==> src/verilog/sss_pkg.sv <==
// Constants, register map and state encoding of the controlled stop sequencer
//
// Overview of operation
// - Ramp-checked mode: at zero-speed limit stop supervision, remove torque, flag it.
// - At zero-speed limit flag completion; acknowledge allowed only after request drops.
// - Brake configured with torque removal: brake engages too when torque drops at zero speed.
// - Negative brake-to-torque-off delay: brake first, torque removal after that delay.
// - Zero or positive delay: brake and torque removal in the same cycle.
// - With brake in use, completion waits brake-to-standstill time from brake engagement.
// - Optional extra delay before torque removal at the zero-speed limit.
// - After acknowledgement release torque removal and stop, clear all three flags.
// - Timed mode: stop request starts timeout counter and raises stop-active flag.
// - Below brake speed limit while ramping, apply delay rule and engage brake/torque.
// - Torque-removed flag rises in the cycle torque removal becomes active.
// - Brake engagement at brake speed limit starts the brake-to-standstill counter.
// - Timeout before braking point removes torque regardless of speed.
// - Standstill counter expiry flags completion; acknowledge once request withdrawn.
// - After acknowledgement release stop, torque removal and brake together, clear flags.
// - Optional extra delay before brake and torque removal at brake speed limit.
// - Zero-speed limit is a configurable threshold for torque removal and completion.
// - Ramp-checked mode: speed outside either ramp limit removes torque immediately.
package sss_pkg;

    localparam int ADDR_W = 4;
    localparam int DATA_W = 32;
    localparam int SPEED_W = 16;

    // Word offsets on the register port
    localparam logic [3:0] REG_CTRL = 4'h0;
    localparam logic [3:0] REG_ZERO_SPEED = 4'h1;
    localparam logic [3:0] REG_BRAKE_SPEED = 4'h2;
    localparam logic [3:0] REG_RAMP_LOWER = 4'h3;
    localparam logic [3:0] REG_RAMP_UPPER = 4'h4;
    localparam logic [3:0] REG_STOP_TIMEOUT = 4'h5;
    localparam logic [3:0] REG_EXTRA_DELAY = 4'h6;
    localparam logic [3:0] REG_BRAKE_TO_DELAY = 4'h7;
    localparam logic [3:0] REG_STANDSTILL = 4'h8;
    localparam logic [3:0] REG_STATUS = 4'h9;
    localparam int CFG_N = 9;

    // Control register fields
    localparam int CTRL_RAMP_CHECKED = 0;
    localparam int CTRL_BRAKE_IN_TO = 1;
    localparam int CTRL_BRAKE_AT_SPEED = 2;
    localparam logic [31:0] CFG_RESET = 32'h0000_0000;

    // Status register fields
    localparam int STAT_ACTIVE = 0;
    localparam int STAT_COMPLETED = 1;
    localparam int STAT_TORQUE_OFF = 2;
    localparam int STAT_BRAKE = 3;
    localparam int STAT_TRIPPED = 4;
    localparam int STAT_STATE_LSB = 8;

    typedef enum logic [2:0] {
        ST_IDLE = 3'b000,
        ST_RAMP = 3'b001,
        ST_EXTRA = 3'b010,
        ST_LEAD = 3'b011,
        ST_HOLD = 3'b100,
        ST_DONE = 3'b101
    } sss_state_t;

endpackage : sss_pkg

==> src/verilog/sss_sequencer.sv <==
// Controlled stop sequencer: ramp supervision, brake and torque removal, acknowledge
`timescale 1ns/1ps

module sss_sequencer
    import sss_pkg::*;
(
    input wire logic core_clk, // System clock, 100 MHz
    input wire logic rst, // Asynchronous reset, active high
    input wire logic [ADDR_W-1:0] regAddr, // Register word offset
    input wire logic [DATA_W-1:0] regWrData, // Register write data
    input wire logic regWrStb, // Register write strobe
    input wire logic regRdStb, // Register read strobe
    output logic [DATA_W-1:0] regRdData, // Read data, cycle after strobe
    input wire logic stopRequest, // Controlled stop request level
    input wire logic stopAck, // Acknowledge pulse
    input wire logic [SPEED_W-1:0] motorSpeed, // Motor speed magnitude from drive
    output logic driveRampDown, // Drive shall ramp down
    output logic driveModulateEn, // Drive may modulate
    output logic torqueRemoval, // Torque removal active
    output logic brakeControl, // Mechanical brake engaged
    output logic stopActiveFlag, // Stop function active
    output logic stopCompletedFlag, // Stop function completed
    output logic torqueRemovedFlag // Torque removed indication
);

    ////////////////////////////////////////////////////////////////////////////
    // State

    sss_state_t state_reg;
    sss_state_t state_next;
    logic [DATA_W-1:0] cfg_reg [CFG_N];
    logic [DATA_W-1:0] cfg_next [CFG_N];
    logic [DATA_W-1:0] rdData_reg;
    logic [DATA_W-1:0] rdData_next;
    logic [DATA_W-1:0] timeoutCnt_reg;
    logic [DATA_W-1:0] timeoutCnt_next;
    logic [DATA_W-1:0] phaseCnt_reg;
    logic [DATA_W-1:0] phaseCnt_next;
    logic [DATA_W-1:0] standCnt_reg;
    logic [DATA_W-1:0] standCnt_next;
    logic active_reg;
    logic active_next;
    logic done_reg;
    logic done_next;
    logic torqueOff_reg;
    logic torqueOff_next;
    logic brake_reg;
    logic brake_next;
    logic tripped_reg;
    logic tripped_next;

    ////////////////////////////////////////////////////////////////////////////
    // Configuration decode

    logic rampChecked;
    logic brakeInTo;
    logic brakeAtSpeed;
    logic useBrake;
    logic [SPEED_W-1:0] zeroLimit;
    logic [SPEED_W-1:0] brakeLimit;
    logic [SPEED_W-1:0] rampLower;
    logic [SPEED_W-1:0] rampUpper;
    logic [SPEED_W-1:0] trigLimit;
    logic [DATA_W-1:0] brakeDelay;
    logic [DATA_W-1:0] leadCycles;
    logic delayNegative;
    logic timeoutExpired;
    logic rampViolation;
    logic [DATA_W-1:0] statusWord;

    assign rampChecked = cfg_reg[REG_CTRL][CTRL_RAMP_CHECKED];
    assign brakeInTo = cfg_reg[REG_CTRL][CTRL_BRAKE_IN_TO];
    assign brakeAtSpeed = cfg_reg[REG_CTRL][CTRL_BRAKE_AT_SPEED];
    assign useBrake = brakeInTo | brakeAtSpeed;
    assign zeroLimit = cfg_reg[REG_ZERO_SPEED][SPEED_W-1:0];
    assign brakeLimit = cfg_reg[REG_BRAKE_SPEED][SPEED_W-1:0];
    assign rampLower = cfg_reg[REG_RAMP_LOWER][SPEED_W-1:0];
    assign rampUpper = cfg_reg[REG_RAMP_UPPER][SPEED_W-1:0];
    assign brakeDelay = cfg_reg[REG_BRAKE_TO_DELAY];
    // Delay is two's complement; a negative value is the brake lead in cycles
    assign delayNegative = brakeDelay[DATA_W-1];
    assign leadCycles = DATA_W'(-brakeDelay);
    // Speed-triggered braking moves the trigger up to the brake speed limit
    assign trigLimit = brakeAtSpeed ? brakeLimit : zeroLimit;
    assign timeoutExpired = !rampChecked && (timeoutCnt_reg == 32'h0000_0000);
    assign rampViolation = rampChecked && (motorSpeed > rampUpper || motorSpeed < rampLower);

    assign statusWord = {
        21'h00_0000, state_reg, 3'h0, tripped_reg, brake_reg,
        torqueOff_reg, done_reg, active_reg
    };

    ////////////////////////////////////////////////////////////////////////////
    // Register port

    always_comb
    begin
        for (int i = 0; i < CFG_N; i++)
        begin
            cfg_next[i] = cfg_reg[i];
        end
        rdData_next = 32'h0000_0000;
        if (regWrStb && regAddr < REG_STATUS)
        begin
            cfg_next[regAddr] = regWrData;
        end
        // Read data stands for one cycle only; unmapped offsets read zero
        if (regRdStb)
        begin
            if (regAddr < REG_STATUS)
            begin
                rdData_next = cfg_reg[regAddr];
            end
            else if (regAddr == REG_STATUS)
            begin
                rdData_next = statusWord;
            end
        end
    end

    always_ff @(posedge core_clk or posedge rst)
    begin
        if (rst)
        begin
            for (int i = 0; i < CFG_N; i++)
            begin
                cfg_reg[i] <= CFG_RESET;
            end
            rdData_reg <= 32'h0000_0000;
        end
        else
        begin
            cfg_reg <= cfg_next;
            rdData_reg <= rdData_next;
        end
    end

    ////////////////////////////////////////////////////////////////////////////
    // Stop sequence

    always_comb
    begin
        state_next = state_reg;
        timeoutCnt_next = timeoutCnt_reg;
        phaseCnt_next = phaseCnt_reg;
        standCnt_next = standCnt_reg;
        active_next = active_reg;
        done_next = done_reg;
        torqueOff_next = torqueOff_reg;
        brake_next = brake_reg;
        tripped_next = tripped_reg;

        if (timeoutCnt_reg != 32'h0000_0000)
        begin
            timeoutCnt_next = timeoutCnt_reg - 32'h0000_0001;
        end
        // Standstill time runs from brake engagement, also through the brake lead
        if (brake_reg && standCnt_reg != 32'h0000_0000)
        begin
            standCnt_next = standCnt_reg - 32'h0000_0001;
        end

        unique case (state_reg)
            ST_IDLE:
            begin
                if (stopRequest)
                begin
                    active_next = 1'b1;
                    timeoutCnt_next = cfg_reg[REG_STOP_TIMEOUT];
                    state_next = ST_RAMP;
                end
            end
            ST_RAMP:
            begin
                if (timeoutExpired)
                begin
                    torqueOff_next = 1'b1;
                    tripped_next = 1'b1;
                    state_next = ST_HOLD;
                end
                else if (motorSpeed <= trigLimit)
                begin
                    // Supervision ends here, before any ramp limit is looked at
                    phaseCnt_next = cfg_reg[REG_EXTRA_DELAY];
                    state_next = ST_EXTRA;
                end
                else if (rampViolation)
                begin
                    torqueOff_next = 1'b1;
                    tripped_next = 1'b1;
                    state_next = ST_HOLD;
                end
            end
            ST_EXTRA:
            begin
                if (timeoutExpired)
                begin
                    torqueOff_next = 1'b1;
                    tripped_next = 1'b1;
                    state_next = ST_HOLD;
                end
                else if (phaseCnt_reg != 32'h0000_0000)
                begin
                    phaseCnt_next = phaseCnt_reg - 32'h0000_0001;
                end
                else if (useBrake)
                begin
                    brake_next = 1'b1;
                    standCnt_next = cfg_reg[REG_STANDSTILL];
                    if (delayNegative && leadCycles != 32'h0000_0000)
                    begin
                        phaseCnt_next = leadCycles;
                        state_next = ST_LEAD;
                    end
                    else
                    begin
                        torqueOff_next = 1'b1;
                        state_next = ST_HOLD;
                    end
                end
                else
                begin
                    torqueOff_next = 1'b1;
                    state_next = ST_HOLD;
                end
            end
            ST_LEAD:
            begin
                if (phaseCnt_reg == 32'h0000_0001)
                begin
                    torqueOff_next = 1'b1;
                    state_next = ST_HOLD;
                end
                phaseCnt_next = phaseCnt_reg - 32'h0000_0001;
            end
            ST_HOLD:
            begin
                // A tripped stop completes only once the coasting motor is slow enough
                if (brake_reg ? (standCnt_reg == 32'h0000_0000)
                              : (!tripped_reg || motorSpeed <= zeroLimit))
                begin
                    done_next = 1'b1;
                    state_next = ST_DONE;
                end
            end
            ST_DONE:
            begin
                // Torque removal holds here until the request is gone and acked
                if (stopAck && !stopRequest)
                begin
                    active_next = 1'b0;
                    done_next = 1'b0;
                    torqueOff_next = 1'b0;
                    brake_next = 1'b0;
                    tripped_next = 1'b0;
                    timeoutCnt_next = 32'h0000_0000;
                    phaseCnt_next = 32'h0000_0000;
                    standCnt_next = 32'h0000_0000;
                    state_next = ST_IDLE;
                end
            end
            default:
            begin
                // Unused codes fail safe with torque removed
                torqueOff_next = 1'b1;
                tripped_next = 1'b1;
                active_next = 1'b1;
                state_next = ST_HOLD;
            end
        endcase
    end

    always_ff @(posedge core_clk or posedge rst)
    begin
        if (rst)
        begin
            state_reg <= ST_IDLE;
            timeoutCnt_reg <= 32'h0000_0000;
            phaseCnt_reg <= 32'h0000_0000;
            standCnt_reg <= 32'h0000_0000;
            active_reg <= 1'b0;
            done_reg <= 1'b0;
            torqueOff_reg <= 1'b0;
            brake_reg <= 1'b0;
            tripped_reg <= 1'b0;
        end
        else
        begin
            state_reg <= state_next;
            timeoutCnt_reg <= timeoutCnt_next;
            phaseCnt_reg <= phaseCnt_next;
            standCnt_reg <= standCnt_next;
            active_reg <= active_next;
            done_reg <= done_next;
            torqueOff_reg <= torqueOff_next;
            brake_reg <= brake_next;
            tripped_reg <= tripped_next;
        end
    end

    ////////////////////////////////////////////////////////////////////////////
    // Outputs

    assign regRdData = rdData_reg;
    // The drive picks its ramp itself; this only tells it to ramp
    assign driveRampDown = active_reg && !torqueOff_reg;
    assign driveModulateEn = !torqueOff_reg;
    assign torqueRemoval = torqueOff_reg;
    assign torqueRemovedFlag = torqueOff_reg;
    assign brakeControl = brake_reg;
    assign stopActiveFlag = active_reg;
    assign stopCompletedFlag = done_reg;

endmodule : sss_sequencer

==> config.mk <==
export PLATFORM = sky130hd
export DESIGN_NAME = sss_sequencer
export DESIGN_NICKNAME = d
export VERILOG_FILES = /design/src/verilog/sss_pkg.sv /design/src/verilog/sss_sequencer.sv
export SDC_FILE = /design/constraint.sdc
export NUM_CORES = 1
export LEC_CHECK = 0
export BUFFER_PORTS_ARGS = -buffer_cell sky130_fd_sc_hd__buf_2
export CORE_ASPECT_RATIO = 1.25
export CORE_UTILIZATION = 50
export CTS_CLUSTER_DIAMETER = 30
export CTS_CLUSTER_SIZE = 28
export DETAILED_ROUTE_END_ITERATION = 10
export PLACE_DENSITY = 0.73
export SLEW_MARGIN = 20
export SYNTH_ARGS = -nofsm -noshare
export SYNTH_HDL_FRONTEND = slang
export SYNTH_SLANG_ARGS = --single-unit
==> constraint.sdc <==
create_clock -name core_clk -period 16.59 [get_ports core_clk]
set_clock_uncertainty 0.15 [all_clocks]
set_input_delay 0.8295 -clock core_clk [delete_from_list [all_inputs] [get_ports core_clk]]
set_output_delay 0.8295 -clock core_clk [all_outputs]
set_load 0.01 [all_outputs]
==> metrics.md, run 1 <==
| Metric | Value |
|---|---|
| Slew HR | 24.6% |
| Commonest non-fill, non-tap cell in the layout | dfrtp_1 |
| Via/cell ratio | 6.37 |
| VDD IR max | 77.1 µV |
| FP Rows | 87 |
| Hold Crit Class | input pin to asynchronous set/reset pin |
| Vias in the first global route | 18,200 |
| Drt drc | 0 |
| ANT nets after route | 0 |
| IO Count | 97 |
| Final setup margin | 12,220 ps |
| Placed standard-cell area | 24,000 µm² |
| Hold Buf Count CTS | 0 |
| Clk slew on worst S/H paths | 60 ps |
| Multi-input gate area | 11,700 µm² |
| PnR Total Power | 4.55 mW |
| Final worst-path cycle share | 26.4% |
| Die Y | 242 µm |
| Ys async rst share | 100% |
| Final Cell Area | 26,900 µm² |
| Int Power | 3.00 mW |
| Sequential share of the synthesized area | 46.1% |
| RSZ-0062 raised after global routing | no |
| Total GRT Usage | 30.6% |
| Grt ovf | 0 |
| CTS resizes | 0 |
| Initial core utilization | 50.9% |
| Post-synth top area cell | dfrtp_1 |
| Critical Path Sink | phaseCnt_reg[20]$_DFFE_PP0P_ |
| FF-to-FF setup slack | 12,220 ps |
| Largest net degree at the start of global routing | 136 |
| Clock Path Buffers | 3 |
| Sw Share | 34.1% |
| Hold Vio Cnt, Final | 0 |
| Period minus WS final | 4370 ps |
| Final setup vio count | 0 |
| Synth Net Count | 2,202 |
| Placed wire-length estimate | 47.8 mm |
| Flop pwr share | 35.8% |
| Unique masters post-synth | 75 |
| Vias after detailed routing | 17,800 |
| Commonest cells after routing, fill and taps aside | 424 x dfrtp_1, 274 x mux2_2, 150 x nor2_1, 132 x nand2_1, 110 x o21ai_0 |
| Core area | 45,300 µm² |
| WHS | 258 ps |
| Crit end category | flip-flop |
| Clk Latency, worst-skew pair | 630 ps |
| Placed cell count | 2,650 |
| Setup TNS | 0 ps |
| Register-to-Register Path Depth | 10 |
| Root Buffer | clkbuf_16 |
| Nets@finish | 2,282 |
| Status | finished clean |
| Worst-path fanout max | 32 |
| Routed wire length | 70.5 mm |
| WS Path Type | flip-flop to flip-flop |
| Share of the synthesized area in the top cell type | 46.1% |
| CP Launch Point | brakeAtSpeed$_DFFE_PP0P_ |
| Initial antenna violation count | 2 |
| Diode count | 0 |
| Pins Over Slew Limit | 0 |
| First-pass GRT wire length | 109 mm |
| Pwr Density | 170 nW/µm² |
| Filler cell count | 3,538 |
| Crit path launch type | flip-flop |
| PortBufs | 96 |
| Syn. warnings | 0 |
| Combinational share of power | 26.3% |
| Syn avg cell area | 11.1 µm² |
| Die area | 46,900 µm² |
| DR iter-0 viols | 1,620 |
| Reg area | 10,600 µm² |
| Layout cells sized above 1 | 28.7% |
| Mapped Cells | 2,075 |
| Post-Syn Area | 23,000 µm² |
| Synth Flop Type | dfrtp_1 |
| Worst r2r src | brakeAtSpeed$_DFFE_PP0P_ |
| Max_cap viols | 0 |
| Req. time, crit path | 16,880 ps |
| Non-filler cells, final | 2,800 |
| Leak pwr | 11.7 nW |
| Max reg flops | 238 |
| Routed wire per std cell | 25.2 µm |
| Crit path DAT | 4660 ps |
| CTS Sinks | 424 |
| P_sw | 1.55 mW |
| Number of synthesized flops with an enable pin | 0 |
| Worst Tran Pin Value | 1130 ps |
| Synth area leaders | dfrtp_1 46%, mux2_2 13%, mux4_2 6.3%, ha_1 3.7%, nor2_1 2.5% |
| CTS Buf Count | 81 |
| Fmax | 0.229 GHz |
| Clk pwr share | 37.9% |
| First-pass iteration count of the detailed router | 6 |
| Total setup buffers inserted after CTS | 0 |
| GPL Wtd Cong | 0.960 |
| Util after Layout | 59.3% |
| Chip width | 194 µm |
| H-tree depth | 3 |
| Worst r2r dst | phaseCnt_reg[20]$_DFFE_PP0P_ |
| Synthesis-stage register bit count | 424 |
| CTS tree | built |
| Synth-to-Final Area Change | 16.7% |
| Worst slack at placement | 12,300 ps |
## worst max-delay path, stage by stage (launching register included)
cell and delay (ps):
dfrtp_1 990, mux2i_1 200, ha_1 350, nand3_1 120, o221ai_1 200, a221o_1 200, o21ai_0 90, nor2_1 420
o21ba_2 720, o21bai_4 510, o22ai_1 190
## how the worst min path moves through the flow
stage | start | to | slack [ps] | cells past startpoint
2_1_floorplan | cfg_reg[123]$_DFFE_PP0P_ | timeoutCnt_reg[27]$_DFF_PP0_ | 310 | 2
3_3_place_gp | cfg_reg[211]$_DFFE_PP0P_ | cfg_reg[211]$_DFFE_PP0P_ | 330 | 1
3_5_place_dp | cfg_reg[125]$_DFFE_PP0P_ | timeoutCnt_reg[29]$_DFF_PP0_ | 340 | 2
4_1_cts | rst | brakeInTo$_DFFE_PP0P_ | 300 | 2
5_1_grt | rst | cfg_reg[228]$_DFFE_PP0P_ | 340 | 2
6_report | rst | cfg_reg[230]$_DFFE_PP0P_ | 260 | 2
## final cells by class
class	count	share of cell area (%)
multi-input combinational	1456	43.5
sequential	424	39.5
clock inverter	45	2.20
clock buffer	105	8.56
timing repair buffer	122	2.55
tap	578	2.69
inverter	70	1.01
## power groups by stage
stage | registers, mW | logic [mW] | clock network, mW
4_1_cts | 1.62 | 1.19 | 1.74
2_1_floorplan | 1.49 | 0.931 | 0
3_3_place_gp | 1.62 | 1.14 | 0
3_5_place_dp | 1.63 | 1.17 | 0
5_1_grt | 1.66 | 1.31 | 1.79
6_report | 1.63 | 1.20 | 1.72
## logic make-up (layout without fill, tap and decap cells)
family                   Yosys count  after routing  share of synthesized area, %
adder cells (fa/ha/maj)           69             69                          3.75
AND/OR/NAND/NOR                  540            540                          11.7
multiplexers                     383            383                          21.6
buffers and inverters            195            342                          3.32
flip-flops                       424            424                          46.1
AO/OA/AOI/OAI                    378            378                          10.3
XOR/XNOR                          86             86                          3.27
## Yosys cell counts (4+ instances only)
cell and instances:
or4_4 4, nor3_1 51, or4_1 22, o211ai_1 9, ha_1 69, nor2b_1 18
nand2_1 132, a221oi_1 6, o31a_1 6, a222oi_1 12, dfrtp_1 424, or2_2 9
mux2i_1 45, o31ai_1 26, nand4_1 16, o21ai_1 30, a211oi_1 11, mux2_2 274
buf_2 6, xnor2_1 57, xor2_1 29, inv_1 70, mux4_2 64, nor2_1 153
and4_1 4, nand3_1 27, a21oi_1 101, nand3b_1 4, o22ai_1 5, a22o_1 6
a31oi_1 9, clkbuf_1 96, or3_1 17, nor4_1 34, nand4b_1 5, nand2b_1 14
o21a_1 4, buf_1 19, a21o_1 4, and2_1 9, o21ai_0 110
## layer usage
layer  wire [µm]  up-vias  global-route usage, %
met3        5030      175                   5.69
met4        3010        2                   14.8
li1            -     7792                      -
met5          17        -                      0
met1       29100     9117                   40.3
met2       33400      748                   48.8
No activity file was read; power rests on OpenSTA's default activity.
==> run 2, diff against run 1 <==
PLACE_DENSITY = 0.75   (was 0.73)
clock period = 3.6 ns   (was 16.59 ns; I/O delays follow)
==> run 2 against run 1 <==
Against the previous run:
- setup slack got worse by 12000 ps
- sequential power rose to 4.5 times the previous value
- core utilization rose by 2.4 points
- combinational power rose to 5.1 times the previous value
- count of clock-buffer cells in the layout fell by 12
- first-iteration DRC count rose by 18%
- die area did not move
- wire length rose by 3.5%
- critical path type unchanged
==> metrics.md, run 2 (synthesis gave the netlist of run 1 again) <==
| Metric | Value |
|---|---|
| ANT nets after route | 0 (unchanged) |
| Worst-path fanout max | 12 (-63%) |
| VDD IR max | 397 µV (+410%) |
| Synth-to-Final Area Change | 21.4% |
| Final worst-path cycle share | 97.0% (+71 points) |
| Max_cap viols | 0 (unchanged) |
| CTS Sinks | 424 (unchanged) |
| Max reg flops | 238 (unchanged) |
| PortBufs | 96 (unchanged) |
| Grt ovf | 0 (unchanged) |
| Clk Latency, worst-skew pair | 620 ps (about the same) |
| CTS Buf Count | 77 (-4.9%) |
| Routed wire length | 73.0 mm (+3.5%) |
| Fmax | 0.286 GHz (+25%) |
| Die Y | 242 µm (unchanged) |
| Filler cell count | 3,391 (-4.2%) |
| Setup TNS | 0 ps (unchanged) |
| WHS Path Cells | 5 |
| First-pass iteration count of the detailed router | 5 (-1) |
| Root Buffer | clkbuf_16 |
| Register-to-Register Path Depth | 10 (unchanged) |
| GPL Wtd Cong | 0.940 (-2.2%) |
| WS Path Type | flip-flop to flip-flop |
| Clock Path Buffers | 3 (unchanged) |
| FP Rows | 87 (unchanged) |
| Diode count | 0 (unchanged) |
| Req. time, crit path | 3910 ps (-12,970 ps) |
| Initial antenna violation count | 2 (unchanged) |
| Layout cells sized above 1 | 31.5% (+2.8 points) |
| Slew HR | 33.3% (+8.8 points) |
| Status | finished clean |
| Clk slew on worst S/H paths | 60 ps (about the same) |
| IO Count | 97 (unchanged) |
| RSZ-0062 raised after global routing | no |
| Initial core utilization | 50.9% (unchanged) |
| Hold Crit Class | input pin to flip-flop |
| First-pass GRT wire length | 114 mm (+3.7%) |
| Total GRT Usage | 31.6% (+1.0 points) |
| Leak pwr | 12.2 nW (+4.7%) |
| Commonest cells after routing, fill and taps aside | 424 x dfrtp_1, 274 x mux2_2, 150 x nor2_1, 132 x nand2_1, 109 x o21ai_0 |
| Commonest non-fill, non-tap cell in the layout | dfrtp_1 |
| Drt drc | 0 (unchanged) |
| Pins Over Slew Limit | 0 (unchanged) |
| Nets@finish | 2,402 (+5.3%) |
| PnR Total Power | 21.2 mW (+370%) |
| Crit end category | flip-flop |
| Largest net degree at the start of global routing | 117 (-14%) |
| CTS tree | built |
| Vias after detailed routing | 18,500 (+3.6%) |
| Routed wire per std cell | 25.0 µm (-0.67%) |
| Core area | 45,300 µm² (unchanged) |
| Chip width | 194 µm (unchanged) |
| DR iter-0 viols | 1,914 (+18%) |
| Via/cell ratio | 6.33 (-0.56%) |
| Crit path DAT | 3810 ps (-850 ps) |
| Period minus WS final | 3490 ps (-882 ps) |
| Die area | 46,900 µm² (unchanged) |
| Worst Tran Pin Value | 998 ps (-134 ps) |
| Pwr Density | 759 nW/µm² (+350%) |
| Vias in the first global route | 19,200 (+5.4%) |
| Hold Vio Cnt, Final | 0 (unchanged) |
| Final setup vio count | 0 (unchanged) |
| H-tree depth | 3 (unchanged) |
| Placed wire-length estimate | 50.1 mm (+4.8%) |
| Total setup buffers inserted after CTS | 0 (unchanged) |
| Crit path launch type | flip-flop |
## run 2: cell count changes in the layout (fill, tap and decap cells not counted), moves of 4 or more
| cell | before | now |
|---|---|---|
| clkbuf_8 | 12 | 8 |
| inv_8 | 4 | 0 |
| dlygate4sd3_1 | 0 | 35 |
| buf_4 | 27 | 108 |
| inv_6 | 11 | 7 |
| clkinvlp_4 | 7 | 14 |
| buf_12 | 0 | 9 |
| clkbuf_1 | 9 | 4 |
## run 2: stage by stage
| step | hold slack, ps | worst slack (ps) | instance area (µm²) | utilization (%) | instances |
|---|---|---|---|---|---|
| finish | 67.8 | 107 | 28000 | 61.7 | 2917 |
| global route | 105 | 3.73 | 28000 | 61.7 | 2917 |
| floorplan | 147 | -2450 | 23000 | - | 2075 |
| detailed placement | 303 | 90.4 | 24700 | 54.7 | 2739 |
| CTS | 31.5 | 72.8 | 27900 | 61.5 | 2917 |
| global placement | 292 | 79.4 | 24700 | 54.7 | 2739 |
## run 2: area by class of cell
class	instances	area (µm²)	area share, %
clock inverter	50	616	2.20
multi-input combinational	1456	11800	42.1
tap	578	723	2.59
sequential	424	10600	38.0
inverter	70	267	0.953
clock buffer	93	2150	7.70
timing repair buffer	246	1810	6.48
## run 2: critical path, stage by stage (launching register included)
cell       delay [ps]
dfrtp_1           450
or4_1             580
buf_4             200
nor3_2            220
nand4_1           140
or4_1             490
a2111oi_4         390
a31oi_2           190
o21bai_4          220
buf_4             220
o21ai_1           100
## run 2: metal layers
layer	wire [µm]	share of wire [%]	up-vias	GRT usage, %
li1	-	-	8035	-
met1	29000	40	9363	40.4
met2	35200	48	852	51.6
met3	5110	7.0	222	5.30
met4	3660	5.0	4	17.1
met5	22	0.030	-	0
## run 2: path summary, 6_finish.rpt
check | from | end | slack, ps
max | brakeDelay[2]$_DFFE_PP0P_ | phaseCnt_reg[19]$_DFFE_PP0P_ | 110
min in group asynchronous | rst | regRdData[7]$_DFF_PP0_ | 190
min | stopAck | stopCompletedFlag$_DFFE_PP0P_ | 70
min reg2reg | cfg_reg[211]$_DFFE_PP0P_ | cfg_reg[211]$_DFFE_PP0P_ | 350
max reg2reg | brakeDelay[2]$_DFFE_PP0P_ | phaseCnt_reg[19]$_DFFE_PP0P_ | 110
max in group asynchronous | rst | brakeDelay[25]$_DFFE_PP0P_ | 1980
## run 2: what timing repair did
item | 4_1_cts | 5_1_grt
endpoints found under the hold margin | 327 | 0
resized for setup | 0 | 19
endpoints found under the setup margin | 0 | 34
hold buffers | 35 | 0
## run 2: power by group
group          switching (mW)  internal, mW
registers                1.33          6.06
clock network            2.64          5.02
logic                    3.29          2.86
==> run 3, diff against run 2 <==
clock period = 3.1 ns   (was 3.6 ns; I/O delays follow)
==> run 3 against run 2 <==
Against the previous run:
- non-clock buffer count grew 134
- combinational power is 38% higher
- setup slack got worse by 340 ps
- critical endpoint is now state_reg[2]$_DFFE_PP0P_
- core utilization up 3.4 points
- first-iteration DRC count is 5.0% lower
- total power grew 22%
- sequential power up 15%
- wire length up 3.0%
- register-to-register slack worse by 340 ps
- final area is 5.5% higher
- final cell count is 4.8% higher
- largest power group unchanged
- the run now ends with negative setup slack left
==> metrics.md, run 3 (synthesis gave the netlist of run 1 again) <==
| Metric | Value |
|---|---|
| Drt drc | 0 (unchanged) |
| First-pass iteration count of the detailed router | 6 (+1) |
| Chip width | 194 µm (unchanged) |
| Max reg flops | 238 (unchanged) |
| Filler cell count | 3,278 (-3.3%) |
| Pins Over Slew Limit | 0 (unchanged) |
| Period minus WS final | 3330 ps (-164 ps) |
| Placed wire-length estimate | 51.8 mm (+3.4%) |
| Failing checks | negative setup slack |
| Commonest cells after routing, fill and taps aside | 423 x dfrtp_1, 274 x mux2_2, 225 x buf_4, 149 x nor2_1, 132 x nand2_1 |
| Die Y | 242 µm (unchanged) |
| CTS Sinks | 424 (unchanged) |
| DR iter-0 viols | 1,819 (-5.0%) |
| RSZ-0062 raised after global routing | yes |
| Final worst-path cycle share | 107% (+10 points) |
| Initial antenna violation count | 2 (unchanged) |
| Crit path DAT | 3670 ps (-140 ps) |
| Largest net degree at the start of global routing | 90 (-23%) |
| Vias after detailed routing | 19,200 (+3.8%) |
| Leak pwr | 13.1 nW (+7.3%) |
| Worst slack at placement | -396 ps (-487 ps) |
| Routed wire length | 75.1 mm (+3.0%) |
| Req. time, crit path | 3440 ps (-470 ps) |
| ANT nets after route | 0 (unchanged) |
| H-tree depth | 3 (unchanged) |
| Clock Path Buffers | 3 (unchanged) |
| Worst-path fanout max | 5 (-7) |
| Status | complete, but fails checks |
| Max_cap viols | 0 (unchanged) |
| GPL Wtd Cong | 0.976 (+3.9%) |
| Die area | 46,900 µm² (unchanged) |
| Core area | 45,300 µm² (unchanged) |
| Fmax | 0.300 GHz (+4.9%) |
| Final setup vio count | 36 (+36) |
| Layout cells sized above 1 | 37.3% (+5.8 points) |
| WHS | 46.8 ps (-21.0 ps) |
| Total GRT Usage | 32.4% (+0.79 points) |
| First-pass GRT wire length | 117 mm (+3.2%) |
| FP Rows | 87 (unchanged) |
| Hold Crit Class | input pin to flip-flop |
| Root Buffer | clkbuf_16 |
| Clk slew on worst S/H paths | 60 ps (about the same) |
| Pwr Density | 880 nW/µm² (+16%) |
| Initial core utilization | 50.9% (unchanged) |
| Util after Layout | 65.1% (+3.4 points) |
| Hold Vio Cnt, Final | 0 (unchanged) |
| Commonest non-fill, non-tap cell in the layout | dfrtp_1 |
| IO Count | 97 (unchanged) |
| Routed wire per std cell | 24.6 µm (-1.7%) |
| Vias in the first global route | 20,200 (+5.1%) |
| Slew HR | 38.1% (+4.8 points) |
| VDD IR max | 475 µV (+20%) |
| Grt ovf | 0 (unchanged) |
| Synth-to-Final Area Change | 28.1% |
| CTS Buf Count | 79 (+2.6%) |
| Crit end category | flip-flop |
| Crit path launch type | flip-flop |
| Clk Latency, worst-skew pair | 610 ps (about the same) |
| Via/cell ratio | 6.28 (-0.89%) |
| WS Path Type | flip-flop to flip-flop |
| Worst Tran Pin Value | 917 ps (-81.0 ps) |
| PortBufs | 96 (unchanged) |
| CTS tree | built |
| Nets@finish | 2,538 (+5.7%) |
| Final setup margin | -229 ps (-336 ps) |
-- run 3: cell types whose count changed in the layout (fill, tap and decap cells not counted), sizes merged, moves of 2 or more --
cell,delta
clkbuf,+4
diode,+2
inv,+3
clkinvlp,-5
buf,+133
clkinv,+2
-- run 3: final cells by class --
| class | count | area [µm²] | area share, % |
|---|---|---|---|
| diodes | 2 | 5.00 | 0.0170 |
| clock buffers | 97 | 2210 | 7.49 |
| clock inverters | 49 | 583 | 1.98 |
| inverters | 70 | 272 | 0.920 |
| multi-input cells | 1456 | 12200 | 41.2 |
| flip-flops and latches | 424 | 10600 | 36.0 |
| well taps | 578 | 723 | 2.45 |
| repair buffers | 380 | 2930 | 9.94 |
-- run 3: layer usage --
layer | up-vias | part of all wire (%) | wire length, µm | global-route usage [%]
met1 | 9677 | 38 | 28500 | 40.4
met2 | 948 | 48 | 36400 | 53.7
met5 | - | 0 | 0 | 0
li1 | 8323 | - | - | -
met3 | 236 | 8.4 | 6300 | 5.79
met4 | 0 | 5.2 | 3930 | 17.7
-- run 3: path summary, 6_finish.rpt --
path,startpoint,to,slack [ps],depth (start not counted)
min reg2reg,phaseCnt_reg[15]$_DFFE_PP0P_,phaseCnt_reg[15]$_DFFE_PP0P_,350,2
max reg2reg,brakeDelay[18]$_DFFE_PP0P_,state_reg[2]$_DFFE_PP0P_,-230,11
max in group asynchronous,rst,cfg_reg[121]$_DFFE_PP0P_,1760,5
min in group asynchronous,rst,cfg_reg[0]$_DFFE_PP0P_,110,3
min,stopAck,stopCompletedFlag$_DFFE_PP0P_,50,5
max,brakeDelay[18]$_DFFE_PP0P_,state_reg[2]$_DFFE_PP0P_,-230,11
-- run 3: worst max-delay path, stage by stage, from the launching register on --
cell	delay (ps)
dfrtp_1	360
or4_1	570
buf_4	190
o311ai_0	760
a2111oi_4	160
o2111ai_2	280
nor4_4	70
a31oi_4	190
buf_4	150
buf_6	100
nand4_1	100
o211a_1	160
-- run 3: what timing repair did --
action / in CTS / in global routing
hold buffers: 36 / 0
gates cloned: 1 / 0
hold endpoints to repair: 323 / 0
resized for setup: 40 / 51
setup buffers: 10 / 11
pin swaps: 12 / 26
endpoints found under the setup margin: 81 / 79
-- run 3: stage by stage --
step	setup TNS [ps]	cells	cell area (µm²)	power [mW]
after global routing	-9930	3055	29500	27.0
after global placement	-12360	2853	25800	15.9
after CTS	-7990	3044	29200	25.6
final	-6020	3056	29500	26.0
after floorplan	-1244890	2075	23100	13.0
after detailed placement	-19930	2853	25800	16.2
-- run 3: power breakdown --
group | switching, mW | internal, mW | leakage, nW
clock | 3.09 | 5.87 | 1.36
sequential | 1.43 | 7.04 | 5.30
combinational | 4.42 | 4.11 | 6.47
total | 8.94 | 17.0 | 13.1
